==> src/inc/arp_pkg.sv <==
package arp_pkg;

	localparam int          DATA_W       = 16;
	localparam int          TAG_W        = DATA_W + 1;
	localparam int          FIFO_DEPTH   = 16;
	localparam int          LEVEL_W      = 5;
	localparam logic [4:0]  BITS_LAST    = 5'h0f;

	// Byte addresses on the register bus
	localparam logic [3:0]  REG_CTRL     = 4'h0;
	localparam logic [3:0]  REG_STATUS   = 4'h4;

	localparam int          CTRL_EN_BIT  = 0;
	localparam logic [31:0] CTRL_RESET   = 32'h00000001;

	localparam int          ST_MODE_LSB  = 0;
	localparam int          ST_STANDBY   = 2;
	localparam int          ST_SHUTDOWN  = 3;
	localparam int          ST_OSR_LSB   = 4;
	localparam int          ST_LEVEL_LSB = 7;
	localparam int          ST_BUSY      = 12;
	localparam int          ST_HALF      = 13;

	// Pin synchroniser lanes
	localparam int          PIN_W        = 11;
	localparam int          P_FRAME_N    = 0;
	localparam int          P_STROBE_N   = 1;
	localparam int          P_KIND       = 2;
	localparam int          P_BYTESEL    = 3;
	localparam int          P_HBF        = 4;
	localparam int          P_PD         = 5;
	localparam int          P_RANGE      = 6;
	localparam int          P_TRIG       = 7;
	localparam int          P_OS_LSB     = 8;

	typedef enum logic [1:0] {
		ARP_MODE_PAR  = 2'b00,
		ARP_MODE_BYTE = 2'b01,
		ARP_MODE_SER  = 2'b10
	} arp_mode_t;

	typedef enum logic {
		ARP_LD_IDLE   = 1'b0,
		ARP_LD_SECOND = 1'b1
	} arp_load_t;

	function automatic arp_mode_t arpModeOf(input logic kind,
		input logic byteSel);
		if (!kind)
			return ARP_MODE_PAR;
		else if (byteSel)
			return ARP_MODE_BYTE;
		else
			return ARP_MODE_SER;
	endfunction : arpModeOf

endpackage : arp_pkg

==> src/logic/arp_fifo.sv <==
`timescale 1ns/1ps
module arp_fifo #(
	parameter int WIDTH = 17,
	parameter int DEPTH = 16
) (
	input  wire logic                       sys_clk,
	input  wire logic                       rst_n,
	input  wire logic                       clkEn,
	input  wire logic                       inValid,
	output logic                            inReady,
	input  wire logic [WIDTH-1:0]           inData,
	output logic                            outValid,
	input  wire logic                       outReady,
	output logic [WIDTH-1:0]                outData,
	output logic [$clog2(DEPTH):0]          level
);
	localparam int AW = $clog2(DEPTH);

	logic [WIDTH-1:0] mem_q [DEPTH];
	logic [AW-1:0]    wrPtr_q, wrPtr_d, rdPtr_q, rdPtr_d;
	logic [AW:0]      count_q, count_d;
	logic             push, pop;

	assign inReady  = (count_q != DEPTH[AW:0]);
	assign outValid = (count_q != '0);
	assign outData  = mem_q[rdPtr_q];
	assign level    = count_q;

	always_comb begin
		push    = inValid && inReady;
		pop     = outValid && outReady;
		wrPtr_d = push ? wrPtr_q + 1'b1 : wrPtr_q;
		rdPtr_d = pop ? rdPtr_q + 1'b1 : rdPtr_q;
		count_d = count_q;
		if (push && !pop)
			count_d = count_q + 1'b1;
		else if (pop && !push)
			count_d = count_q - 1'b1;
	end

	always_ff @(posedge sys_clk or negedge rst_n) begin
		if (!rst_n) begin
			wrPtr_q <= '0;
			rdPtr_q <= '0;
			count_q <= '0;
		end else if (clkEn) begin
			wrPtr_q <= wrPtr_d;
			rdPtr_q <= rdPtr_d;
			count_q <= count_d;
		end
	end

	always_ff @(posedge sys_clk) begin
		if (clkEn && push)
			mem_q[wrPtr_q] <= inData;
	end

endmodule : arp_fifo

==> src/logic/arp_output_port.sv <==
// Functional notes
// - Powerdown request enters standby or shutdown, chosen by range level.
// - Three oversample select lines decode, line 2 most significant.
// - Kind select low: bus driven only while frame and strobe low.
// - Full parallel mode: bus line n carries result bit n.
// - Kind select high: byte select low gives serial, high gives byte mode.
// - Bus line 15 becomes the byte select input when kind select high.
// - Bus line 14 becomes the high-byte-first input in byte mode.
// - High-byte-first 1 sends upper byte first, 0 sends lower byte first.
// - Byte mode: two strobes per result on lines 7..0, line 7 MSB.
// - Serial mode: two serial outputs shift out conversion data.
// - Frame fall presents MSB; each shift clock rise presents next bit.
// - First flag tristate while frame high, cleared next strobe fall; serial mode clears it only at the 16th strobe fall after frame fall.
// - Sample trigger rising edges are ignored while busy is high.
//
// The address map and register access over Avalon-MM were decided locally.
`timescale 1ns/1ps
module arp_output_port
	import arp_pkg::*;
(
	input  wire logic                sys_clk,
	input  wire logic                rst_n,
	input  wire logic                clkEn,
	input  wire logic [3:0]          avsAddress,
	input  wire logic                avsRead,
	input  wire logic                avsWrite,
	input  wire logic [31:0]         avsWriteData,
	output logic [31:0]              avsReadData,
	output logic                     avsWaitrequest,
	input  wire logic                resultValid,
	output logic                     resultReady,
	input  wire logic [DATA_W-1:0]   resultData,
	input  wire logic                resultFirst,
	input  wire logic                busy,
	output logic                     convStart,
	input  wire logic                sampleTrigger,
	input  wire logic                frameSelect_n,
	input  wire logic                readStrobe_n,
	input  wire logic                interfaceKindSelect,
	input  wire logic [DATA_W-1:0]   resultBusIn,
	output logic [DATA_W-1:0]        resultBusOut,
	output logic [DATA_W-1:0]        resultBusOe,
	output logic                     serialOutFirst,
	output logic                     serialOutSecond,
	output logic                     serialOe,
	output logic                     firstChannelFlag,
	output logic                     firstChannelFlagOe,
	input  wire logic                powerdownRequest,
	input  wire logic                rangeSelect,
	input  wire logic [2:0]          oversampleRatioSelect,
	output logic                     standbyMode,
	output logic                     shutdownMode,
	output logic [2:0]               oversampleRatio
);
	logic [PIN_W-1:0]  pinMeta_q, pinSync_q, pinRaw;
	logic [2:0]        prev_q;
	logic              frameLow, strobeLow, frameFall, strobeFall, strobeRise;
	logic              trigRise, frameHeld, strobeHeld;
	arp_mode_t         mode_q, mode_d;

	logic [DATA_W-1:0] word_q, word_d, wordB_q, wordB_d;
	logic [DATA_W-1:0] busOut_q, busOut_d;
	logic              first_q, first_d, half_q, half_d;
	logic [4:0]        riseCnt_q, riseCnt_d, fallCnt_q, fallCnt_d;
	arp_load_t         ld_q, ld_d;
	logic              popReady, popValid;
	logic [TAG_W-1:0]  popData;
	logic [LEVEL_W-1:0] level;
	logic              showHigh;

	logic              standby_d, shutdown_d, convStart_d;
	logic [2:0]        osr_d;

	logic [31:0]       ctrl_q, ctrl_d, rdData_q, rdData_d, status;
	logic              ack_q, ack_d, portEn;

	assign pinRaw = {oversampleRatioSelect, sampleTrigger, rangeSelect,
		powerdownRequest, resultBusIn[14], resultBusIn[15],
		interfaceKindSelect, readStrobe_n, frameSelect_n};

	// Pins cross in through two flops; only the second stage is read
	always_ff @(posedge sys_clk or negedge rst_n) begin
		if (!rst_n) begin
			pinMeta_q <= 11'h003;
			pinSync_q <= 11'h003;
			prev_q    <= 3'h3;
		end else if (clkEn) begin
			pinMeta_q <= pinRaw;
			pinSync_q <= pinMeta_q;
			prev_q    <= {pinSync_q[P_TRIG], pinSync_q[P_STROBE_N],
				pinSync_q[P_FRAME_N]};
		end
	end

	assign frameLow   = !pinSync_q[P_FRAME_N];
	assign strobeLow  = !pinSync_q[P_STROBE_N];
	assign frameFall  = frameLow && prev_q[0];
	assign strobeFall = strobeLow && prev_q[1];
	assign strobeRise = !strobeLow && !prev_q[1];
	assign trigRise   = pinSync_q[P_TRIG] && !prev_q[2];
	assign frameHeld  = frameLow && !prev_q[0];
	assign strobeHeld = strobeLow && !prev_q[1];
	assign portEn     = ctrl_q[CTRL_EN_BIT];

	arp_fifo #(
		.WIDTH (TAG_W),
		.DEPTH (FIFO_DEPTH)
	) u_fifo (
		.sys_clk  (sys_clk),
		.rst_n    (rst_n),
		.clkEn    (clkEn),
		.inValid  (resultValid),
		.inReady  (resultReady),
		.inData   ({resultFirst, resultData}),
		.outValid (popValid),
		.outReady (popReady),
		.outData  (popData),
		.level    (level)
	);

	// Data path of the host port
	always_comb begin
		mode_d    = arpModeOf(pinSync_q[P_KIND], pinSync_q[P_BYTESEL]);
		word_d    = word_q;
		wordB_d   = wordB_q;
		first_d   = first_q;
		half_d    = half_q;
		riseCnt_d = riseCnt_q;
		fallCnt_d = fallCnt_q;
		ld_d      = ld_q;
		popReady  = 1'b0;
		case (mode_q)
			ARP_MODE_PAR: begin
				if (frameLow && strobeFall) begin
					popReady = 1'b1;
					word_d   = popValid ? popData[DATA_W-1:0] : '0;
					first_d  = popValid && popData[DATA_W];
				end
			end
			ARP_MODE_BYTE: begin
				if (frameLow && strobeFall) begin
					if (!half_q) begin
						popReady = 1'b1;
						word_d   = popValid ? popData[DATA_W-1:0] : '0;
						first_d  = popValid && popData[DATA_W];
						half_d   = 1'b1;
					end else begin
						half_d  = 1'b0;
						first_d = 1'b0;
					end
				end
			end
			ARP_MODE_SER: begin
				if (ld_q == ARP_LD_SECOND) begin
					popReady = 1'b1;
					wordB_d  = popValid ? popData[DATA_W-1:0] : '0;
					ld_d     = ARP_LD_IDLE;
				end else if (frameFall || (frameLow && strobeRise &&
					riseCnt_q == BITS_LAST)) begin
					popReady  = 1'b1;
					word_d    = popValid ? popData[DATA_W-1:0] : '0;
					first_d   = popValid && popData[DATA_W];
					ld_d      = ARP_LD_SECOND;
					riseCnt_d = '0;
					fallCnt_d = '0;
				end else if (frameLow && strobeRise) begin
					word_d    = {word_q[DATA_W-2:0], 1'b0};
					wordB_d   = {wordB_q[DATA_W-2:0], 1'b0};
					riseCnt_d = riseCnt_q + 5'h01;
				end
				if (frameLow && strobeFall && ld_q == ARP_LD_IDLE) begin
					fallCnt_d = fallCnt_q + 5'h01;
					if (fallCnt_q == BITS_LAST)
						first_d = 1'b0;
				end
			end
			default: begin
				ld_d = ARP_LD_IDLE;
			end
		endcase
		showHigh = pinSync_q[P_HBF] ? half_d : !half_d;
		if (mode_q == ARP_MODE_BYTE)
			busOut_d = {8'h00, showHigh ? word_d[15:8] : word_d[7:0]};
		else
			busOut_d = word_d;
	end

	always_ff @(posedge sys_clk or negedge rst_n) begin
		if (!rst_n) begin
			mode_q    <= ARP_MODE_PAR;
			word_q    <= '0;
			wordB_q   <= '0;
			busOut_q  <= '0;
			first_q   <= 1'b0;
			half_q    <= 1'b0;
			riseCnt_q <= '0;
			fallCnt_q <= '0;
			ld_q      <= ARP_LD_IDLE;
		end else if (clkEn) begin
			mode_q    <= mode_d;
			word_q    <= word_d;
			wordB_q   <= wordB_d;
			busOut_q  <= busOut_d;
			first_q   <= first_d;
			half_q    <= half_d;
			riseCnt_q <= riseCnt_d;
			fallCnt_q <= fallCnt_d;
			ld_q      <= ld_d;
		end
	end

	// Enables wait one cycle after the edge so fresh data is on the pins
	always_comb begin
		resultBusOe = '0;
		if (portEn && frameHeld && strobeHeld) begin
			if (mode_q == ARP_MODE_PAR)
				resultBusOe = 16'hffff;
			else if (mode_q == ARP_MODE_BYTE)
				resultBusOe = 16'h00ff;
		end
	end
	assign resultBusOut       = busOut_q;
	assign serialOe           = portEn && frameHeld &&
		mode_q == ARP_MODE_SER;
	assign serialOutFirst     = word_q[DATA_W-1];
	assign serialOutSecond    = wordB_q[DATA_W-1];
	assign firstChannelFlag   = first_q;
	assign firstChannelFlagOe = portEn && frameHeld;

	// Static pins and trigger gating
	always_comb begin
		standby_d   = pinSync_q[P_PD] && !pinSync_q[P_RANGE];
		shutdown_d  = pinSync_q[P_PD] && pinSync_q[P_RANGE];
		osr_d       = pinSync_q[P_OS_LSB+2:P_OS_LSB];
		convStart_d = trigRise && !busy;
	end

	always_ff @(posedge sys_clk or negedge rst_n) begin
		if (!rst_n) begin
			standbyMode     <= 1'b0;
			shutdownMode    <= 1'b0;
			oversampleRatio <= 3'h0;
			convStart       <= 1'b0;
		end else if (clkEn) begin
			standbyMode     <= standby_d;
			shutdownMode    <= shutdown_d;
			oversampleRatio <= osr_d;
			convStart       <= convStart_d;
		end
	end

	// Register slave: one wait cycle, then the answer
	always_comb begin
		status = '0;
		status[ST_MODE_LSB+1:ST_MODE_LSB]   = mode_q;
		status[ST_STANDBY]                  = standbyMode;
		status[ST_SHUTDOWN]                 = shutdownMode;
		status[ST_OSR_LSB+2:ST_OSR_LSB]     = oversampleRatio;
		status[ST_LEVEL_LSB+4:ST_LEVEL_LSB] = level;
		status[ST_BUSY]                     = busy;
		status[ST_HALF]                     = half_q;
		ack_d    = (avsRead || avsWrite) && !ack_q;
		ctrl_d   = ctrl_q;
		rdData_d = rdData_q;
		if (ack_d && avsRead) begin
			case (avsAddress)
				REG_CTRL:   rdData_d = ctrl_q;
				REG_STATUS: rdData_d = status;
				default:    rdData_d = '0;
			endcase
		end
		if (ack_q && avsWrite && avsAddress == REG_CTRL)
			ctrl_d = {31'h00000000, avsWriteData[CTRL_EN_BIT]};
	end

	always_ff @(posedge sys_clk or negedge rst_n) begin
		if (!rst_n) begin
			ctrl_q   <= CTRL_RESET;
			rdData_q <= '0;
			ack_q    <= 1'b0;
		end else if (clkEn) begin
			ctrl_q   <= ctrl_d;
			rdData_q <= rdData_d;
			ack_q    <= ack_d;
		end
	end

	assign avsWaitrequest = (avsRead || avsWrite) && !ack_q;
	assign avsReadData    = rdData_q;
endmodule : arp_output_port

==> config.mk <==
export PLATFORM = sky130hd
export DESIGN_NAME = arp_output_port
export DESIGN_NICKNAME = d
export VERILOG_FILES = /design/src/inc/arp_pkg.sv /design/src/logic/arp_fifo.sv /design/src/logic/arp_output_port.sv
export SDC_FILE = /design/constraint.sdc
export NUM_CORES = 1
export LEC_CHECK = 0
export BUFFER_PORTS_ARGS = -buffer_cell sky130_fd_sc_hd__clkbuf_2
export CAP_MARGIN = 20
export CORE_ASPECT_RATIO = 0.6
export CORE_MARGIN = 8
export CORE_UTILIZATION = 59
export DETAILED_ROUTE_END_ITERATION = 8
export GPL_TIMING_DRIVEN = 0
export PLACE_DENSITY_LB_ADDON = 0.25
export REMOVE_ABC_BUFFERS = 1
export SETUP_SLACK_MARGIN = 0.2
export SLEW_MARGIN = 20
export SYNTH_ARGS = -nofsm -noshare
export SYNTH_HDL_FRONTEND = slang
export SYNTH_SLANG_ARGS = --single-unit
==> constraint.sdc <==
create_clock -name sys_clk -period 3.1 [get_ports sys_clk]
set_input_delay 0.465 -clock sys_clk [delete_from_list [all_inputs] [get_ports sys_clk]]
set_output_delay 0.465 -clock sys_clk [all_outputs]
set_load 0.005 [all_outputs]
# Word level (Yosys, flattened, before mapping)
# Memories as Yosys holds them, arrays and structs flattened.
# Index checks and enable logic that the tools add are counted.
# word_totals
in_bits	85
ramBits	272
ff_bits	141
memories	1
out_inout_bits	77
# mem_list
memory	words	width	rd	rd_clocked_by_memory_dff	wr	line	rtl
u_fifo.mem_q	16	17	1	0	1	arp_fifo.sv:19	logic [WIDTH-1:0] mem_q [DEPTH];
# op_classes
bitwise_logic	2
reduce_logical	58
n_addsub	6
n_eq_ne	10
mux	47
# op_table
operator	n
$mux 16	13
$pmux 16 s3	1
$mux 5	7
$pmux 14 s2	1
$logic_and 1x1->1	26
$mux 1	18
$mux 8	2
$reduce_and 4->1	4
$add 5x1->5 const B	3
$reduce_and 2->1	6
$logic_not 1->1	11
$eq 5x4->1 const B	2
$add 4x1->4 const B	2
$reduce_bool 2->1	4
$ne 2x2->1 const B	3
$pmux 1 s3	2
$ne 5x5->1 const B	1
$reduce_bool 5->1	1
$sub 5x1->5 const B	1
$eq 4x3->1 const B	1
$logic_not 4->1	1
$mux 2	2
$reduce_bool 3->1	1
$eq 2x1->1 const B	1
7 further kinds	9

# Logic depth before layout (Yosys ltp)
# Gate-level depths: netlist of the first run.
# logic_depth
ltp_word	13
mapped_depth	14
depth_no_buf	14

# By module
# From an unflattened synthesis of the first run, not the netlist that was laid out.
# hier_totals
cells_unflattened	1090
area_unflattened_um2	16926.2
# modules_own_cells
mod	instances	area_each_um2	cells_each	seq_area_each_um2
arp_fifo	1	11135.7	515	8493.1
arp_output_port	1	5790.6	575	2761.4

# Worst setup path after synthesis of the first run
# Ideal clock, no wire load.
# synth_timing
path_type	input port to flip-flop
from	input port clkEn
to	memory u_fifo.mem_q[3][0], enable pin
required_time_ns	2.688
slack_ns	0.199
path_stages	5
setup_time_ns	0.412
path_buffers	2
arrival_ns	2.488
cell_sequence	clkbuf_1 and3_1 clkbuf_1 nand2_1 nor3_1
# synth_between
elab_chain_cells	3
# synth_lines
item	line	rtl
start: declaration	arp_output_port.sv:23	input wire logic clkEn,
$logic_and 1x1->1	arp_fifo.sv:54	if (clkEn && push)
$mux 1	arp_fifo.sv:54	
$mux 1 (not written as such)	arp_fifo.sv:55	mem_q[wrPtr_q] <= inData;
end: declaration	arp_fifo.sv:19	
# No other way between the ends.

# Final worst setup path of the first run
# layout_timing
from	register u_fifo.count_q[1], in the netlist u_fifo.level[1]
to	register u_fifo.count_q[4], in the netlist u_fifo.level[4]
# layout_between
elab_chain_cells	6
elab_cells_between_ends	14
# layout_lines
item	line	rtl
start: declaration	arp_fifo.sv:21	logic [AW:0] count_q, count_d;
start signal: assignment	arp_fifo.sv:49	count_q <= count_d;
branches (longest 6 deep; another with $sub 5x1->5)	--	
# Parallel ways; which one is timed is not known. The select of a mux whose other input is x is not followed.
# A chain may end at the register's enable or synchronous reset.

==> out/metrics.yaml, run 1 <==
route:
  drt_iter0_drc: 1143
  drc: 0
  vias_per_cell: 6.235
  drt_pass1_iterations: 5
  ant_nets: 0
  num_vias: 9428
  drt-wirelength-per-cell_um: 25.08
  drt-total-wl_mm: 37.93
floorplan:
  rows: 47
  initial_core_util: 0.5995
  die_h_um: 145.5
  pin_count: 162
  core-area_mm2: 0.02752
  dieArea_mm2: 0.03375
  die_w_um: 231.9
synth:
  async_flop_share: 0.3114
  synthCells: 1016
  avgSynthCellArea_um2: 16.24
  ys.flop_type: "edfxtp_1"
  synth_top_area_share: 0.4950
  ys_types: 60
  synth.top_cells.by_area: "edfxtp_1 50%, dfrtp_1 18%, mux4_2 11%"
  synth_edf_count: 272
  synth_area_mm2: 0.01650
  ys_ff_latch: 395
  synth_top_area_cell: "edfxtp_1"
  yosysSeqAreaShare: 0.6821
  ys_warn_count: 0
clock_tree:
  clockRootBuffer: "clkbuf_16"
  cts_tree: "done"
  clock_latency_ps: 520
  h-tree-depth: 2
  clkSlewWorstSetupHoldPaths_ps: 70
  clk_path_buf_depth: 3
  clock-sinks: 395
  cts_made_buffers: 36
global_routing:
  track_usage: 0.2239
  grt-ovfl-total: 0
  grt_first_pass_wirelength_mm: 57.99
  grt_pass1_vias: 9541
  grt_max_degree: 91
  antenna_found_initial: 1
placed_design:
  dp_cells: 1432
  dp_hpwl_mm: 24.37
  gp_congestion: 0.9256
  portBuffers: 98
worst_hold_path:
  worst_hold_startpoint: "resultBusIn[15]"
  min_path_type: "input port to register"
  holdPathEnd: "pinMeta_q[3]"
  hold-path-cell-count: 2
final_layout:
  instances_no_fill: 1512
  final_util: 0.6907
  fillCellCount: 1782
  nets: 1226
  layout-drive-gt1-share: 0.3074
  diodes: 0
  area_growth_pct: 15.21
sta:
  relSlewSlack: 0.4237
  worst_pin_slew_ps: 862.6
  setup_viol: 0
  finalHoldViolCount: 0
  hold_ws_ps: 170.6
  grt_setup_unrepaired: "true"
  finalCritPeriodShare: 0.9484
  finClkSkew_ps: 14.03
  fmax_mhz: 340.1
  finalMaxSlewViolations: 0
  fin_tns_setup_ps: 0
  fin_crit_ps: 2940
critical_path:
  rr_endpoint: "u_fifo.level[4]"
  crit_path_max_fanout: 5
  ff2ff_setup_slack_ps: 160
  end_kind: "register"
  path_class: "register to register"
  reg2reg_depth: 12
  worstSetupStartpointType: "register"
  r2r_start: "u_fifo.level[1]"
  critPathRequiredTime_ps: 3500
  arrival_ps: 3350
run_status:
  status: "finished clean"
pwr:
  p_leak_nw: 6.960
  power_density_mw_per_mm2: 845.3
  ir_drop_mv: 0.5919
  power_w: 0.01607
job:
  max_cap_viol_count: 0
==> power breakdown <==
part           switching (W)  internal (W)
Combinational        0.00232       0.00215
Clock                0.00188       0.00270
Sequential          0.000701       0.00632
Total                0.00490        0.0112
==> registers in the layout, summed over array words and instances, names as in the netlist, 2 cells and up <==
signal and flops:
avsReadData 14, fallCnt_q 5, mode_q 2, oversampleRatio 3, pinMeta_q 11, pinSync_q 11
prev_q 3, resultBusOut 16, riseCnt_q 5, u_fifo.level 5, u_fifo.mem_q 272, u_fifo.rdPtr_q 4
u_fifo.wrPtr_q 4, wordB_q 16, word_q 16
==> timing repair <==
action	in CTS	in global routing
gates cloned	0	0
resized for setup	18	15
hold endpoints to repair	28	0
pin swaps	2	8
setup buffers	6	11
hold buffers	1	0
endpoints found under the setup margin	30	44
==> area by class of cell <==
class,count,area [um2],area share
Multi-Input combinational cell,534,5039,0.2651
Sequential cell,395,11270,0.5926
Tap cell,367,459.2,0.02416
Inverter,18,67.56,0.003554
Timing Repair Buffer,136,982.2,0.05167
Clock inverter,18,234.0,0.01231
Clock buffer,44,962.2,0.05062
==> worst max path at each step <==
stage	start	endpoint	slack, ps	cells after the start
final	u_fifo.level[1]	u_fifo.level[4]	160	12
after global placement	clkEn	u_fifo.mem_q[0][13]	-2500	4
after global routing	u_fifo.level[1]	u_fifo.level[4]	-2	12
after floorplan	u_fifo.rdPtr_q[0]	resultBusOut[7]	-1130	4
after detailed placement	u_fifo.level[1]	u_fifo.level[4]	-510	12
after CTS	riseCnt_q[0]	u_fifo.level[4]	60	14
==> synthesized netlist by cell type (8+ instances only) <==
library cell and number:
o21ai_0 31, a222oi_1 10, clkbuf_1 29, dfrtp_1 116, buf_4 39, mux4_2 78, nor3_1 8, ha_1 19
nor2b_1 20, nand2_1 60, a22o_1 17, edfxtp_1 272, buf_2 11, o211ai_1 9, a21oi_1 37, nor2_1 58
xnor2_1 8, mux2_2 34, a31oi_1 15, mux2i_1 12, and2_1 9, inv_1 16
==> layer usage <==
metal  up-vias  track usage  part of all wire
li1       4106            -                 -
met1      4856       0.3392              0.45
met2       411       0.3252              0.45
met3        55      0.05238             0.088
met4         0      0.05679             0.016
met5         -            0                 0
==> placed cells by master (no fill, tap or decap), types with 12 or more instances in the layout <==
master / netlist / final
edfxtp_1: 272 / 272
dfrtp_1: 116 / 111
clkbuf_2: 0 / 96
mux4_2: 78 / 78
nand2_1: 60 / 59
nor2_1: 58 / 45
clkbuf_16: 0 / 37
a21oi_1: 37 / 36
mux2_2: 34 / 34
o21ai_0: 31 / 31
buf_4: 39 / 22
nor2b_1: 20 / 18
conb_1: 1 / 18
a22o_1: 17 / 17
inv_1: 16 / 15
a31oi_1: 15 / 15
ha_1: 19 / 15
nor2_4: 0 / 12
mux2i_1: 12 / 12
==> stage by stage <==
step                cell area [um2]  setup WS, ps
floorplan                     16070         -1127
global placement              17020         -2501
detailed placement            17490        -507.4
CTS                           18840         62.14
global route                  19010        -1.892
finish                        19010         159.8
==> worst max-delay path: stages, from the launching register on <==
cell     delay, ps
dfrtp_1        470
nor4_4         430
nor2b_4        310
nor2_1         190
nand2_2        150
ha_4           150
inv_2           70
fa_2           360
a21o_1         180
a21oi_2        170
xnor2_1        130
nor2_1          60
xor2_1         150
==> cell families (layout without fill, tap and decap cells) <==
| group | count (synthesis) | count (layout) | share of synthesized area |
|---|---|---|---|
| simple gates | 191 | 191 | 0.05543 |
| mux | 125 | 125 | 0.1376 |
| compound gates | 168 | 168 | 0.06878 |
| fa+ha+maj | 20 | 20 | 0.01562 |
| xor+xnor | 12 | 12 | 0.006370 |
| other cells | 1 | 18 | 0.0002273 |
| buf+inv | 104 | 216 | 0.03382 |
| flops | 395 | 395 | 0.6821 |
Note: power is estimated with default switching activity, not from simulation.
==> run 2: changes to the inputs <==
Settings changed: BUFFER_PORTS_ARGS -buffer_cell sky130_fd_sc_hd__clkbuf_2 to -buffer_cell sky130_fd_sc_hd__buf_2, TNS_END_PERCENT from default to 100.
==> out/metrics.yaml, run 2 (synthesized netlist as in run 1, its figures left out) <==
final_layout:
  multiInputGateArea_mm2: 0.005030
  fillCellCount: 1778
  layout_common_cells: "272 x edfxtp_1, 109 x dfrtp_1, 96 x buf_2"
  nets: 1228
  final_util: 0.6908
  area_growth_pct: 15.23
  largest_register_ffs: 272
  top_register: "u_fifo.mem_q"
  register_area_mm2: 0.01127
  layout-drive-gt1-share: 0.3112
  final_common_cell: "edfxtp_1"
  instances_no_fill: 1512
  design_area_mm2: 0.01901
pwr:
  p_leak_nw: 7.001
  power_density_mw_per_mm2: 838.9
  ir_drop_mv: 0.4904
floorplan:
  dieArea_mm2: 0.03375
  pin_count: 162
  rows: 47
  die_w_um: 231.9
  initial_core_util: 0.5995
  core-area_mm2: 0.02752
  die_h_um: 145.5
global_routing:
  grt_first_pass_wirelength_mm: 58.20
  track_usage: 0.2260
  antenna_found_initial: 2
  grt_pass1_vias: 9325
  grt-ovfl-total: 0
  grt_max_degree: 76
clock_tree:
  clockRootBuffer: "clkbuf_16"
  clock-sinks: 395
  clk_path_buf_depth: 3
  h-tree-depth: 2
  clkSlewWorstSetupHoldPaths_ps: 60
  cts_made_buffers: 36
  clock_latency_ps: 530
  cts_tree: "done"
placed_design:
  portBuffers: 98
  dp_hpwl_mm: 24.26
  preCtsSetupSlack_ps: -545.7
  dp_cells: 1431
  gp_congestion: 0.9270
  place_area_mm2: 0.01748
job:
  max_cap_viol_count: 0
sta:
  setup_viol: 0
  grt_setup_unrepaired: "true"
  fin_tns_setup_ps: 0
  fin_ws_ps: 154.1
  finalHoldViolCount: 0
  finClkSkew_ps: 11.49
  fmax_mhz: 339.5
  fin_crit_ps: 2946
  relSlewSlack: 0.4621
  finalMaxSlewViolations: 0
  finalCritPeriodShare: 0.9503
  worst_pin_slew_ps: 806.8
route:
  vias_per_cell: 6.251
  drt-wirelength-per-cell_um: 25.25
  drt-total-wl_mm: 38.18
  drt_pass1_iterations: 7
  drc: 0
  num_vias: 9452
  ant_nets: 0
  drt_iter0_drc: 1087
critical_path:
  crit_path_max_fanout: 4
  slowest_delay_ps: 430
  reg2reg_depth: 14
  crit_top_cell: "ha_4"
  ff2ff_setup_slack_ps: 150
  worstSetupStartpoint: "riseCnt_q[1]"
  cp-endpoint: "u_fifo.level[4]"
  rr_endpoint: "u_fifo.level[4]"
  end_kind: "register"
  critPathRequiredTime_ps: 3500
  worstSetupStartpointType: "register"
  path_class: "register to register"
  crit_slowest_cell: "dfrtp_2"
  path_cells: "ha_4, and3_4, ha_4, a211oi_4, o21ai_4, nand2_2, ha_4, inv_2, fa_2, a21o_1, a21oi_2, xnor2_1, nor2_1, xor2_1"
  arrival_ps: 3350
  r2r_start: "riseCnt_q[1]"
worst_hold_path:
  min_path_type: "input port to register"
run_status:
  status: "finished clean"
run 2: cell count changes in the layout (fill, tap and decap cells not counted), sizes merged:
cell | previous run | this run
bufinv | 6 | 3
clkbuf | 142 | 45
clkinv | 12 | 10
buf | 37 | 137
diode | 0 | 1
inv | 17 | 18
run 2: cell type report:
| type | count | share of cell area |
|---|---|---|
| inverters | 18 | 0.003554 |
| multi-input cells | 534 | 0.2646 |
| well taps | 367 | 0.02415 |
| clock inverters | 14 | 0.007832 |
| repair buffers | 138 | 0.05364 |
| flip-flops and latches | 395 | 0.5927 |
| clock buffers | 45 | 0.05344 |
| diodes | 1 | 0.0001316 |
run 2: repair_timing:
| action | CTS | global route |
|---|---|---|
| resized for setup | 19 | 14 |
| hold buffers | 1 | 0 |
| setup endpoints to repair | 29 | 56 |
| hold endpoints to repair | 42 | 0 |
| buffers inserted | 4 | 16 |
| pin swaps | 1 | 14 |
run 2: worst min-delay path by stage:
stage	cells after the start	from	end	slack (ps)
2_1_floorplan	0	rst_n	ack_q	170
6_report	2	interfaceKindSelect	pinMeta_q[2]	170
4_1_cts	2	interfaceKindSelect	pinMeta_q[2]	150
3_5_place_dp	1	rst_n	riseCnt_q[0]	440
3_3_place_gp	1	pinSync_q[6]	standbyMode	430
5_1_grt	2	interfaceKindSelect	pinMeta_q[2]	150
run 2: where the power goes:
part           internal [W]  switching [W]
Clock               0.00256        0.00188
Sequential          0.00633       0.000716
Combinational       0.00217        0.00230
run 2: critical path: cells and delay by family (launching register included):
family	cells	cell delay [ps]
xor+xnor	2	280
fa+ha+maj	4	860
buf+inv	1	60
flops	1	430
compound gates	4	810
simple gates	3	380
run 2: metal layers:
metal  track usage  part of all wire  up-vias
met3       0.05607             0.095       54
met1        0.3417              0.44     4824
met2        0.3269              0.45      467
met4       0.05805             0.016        2
met5             0           0.00034        -
li1              -                 -     4105
run 2: per-stage QoR:
step | total power [W] | hold slack [ps]
CTS | 0.01586 | 147.9
global placement | 0.01103 | 434.2
floorplan | 0.009697 | 169.4
finish | 0.01595 | 166.3
global route | 0.01665 | 147.9
detailed placement | 0.01123 | 443.3
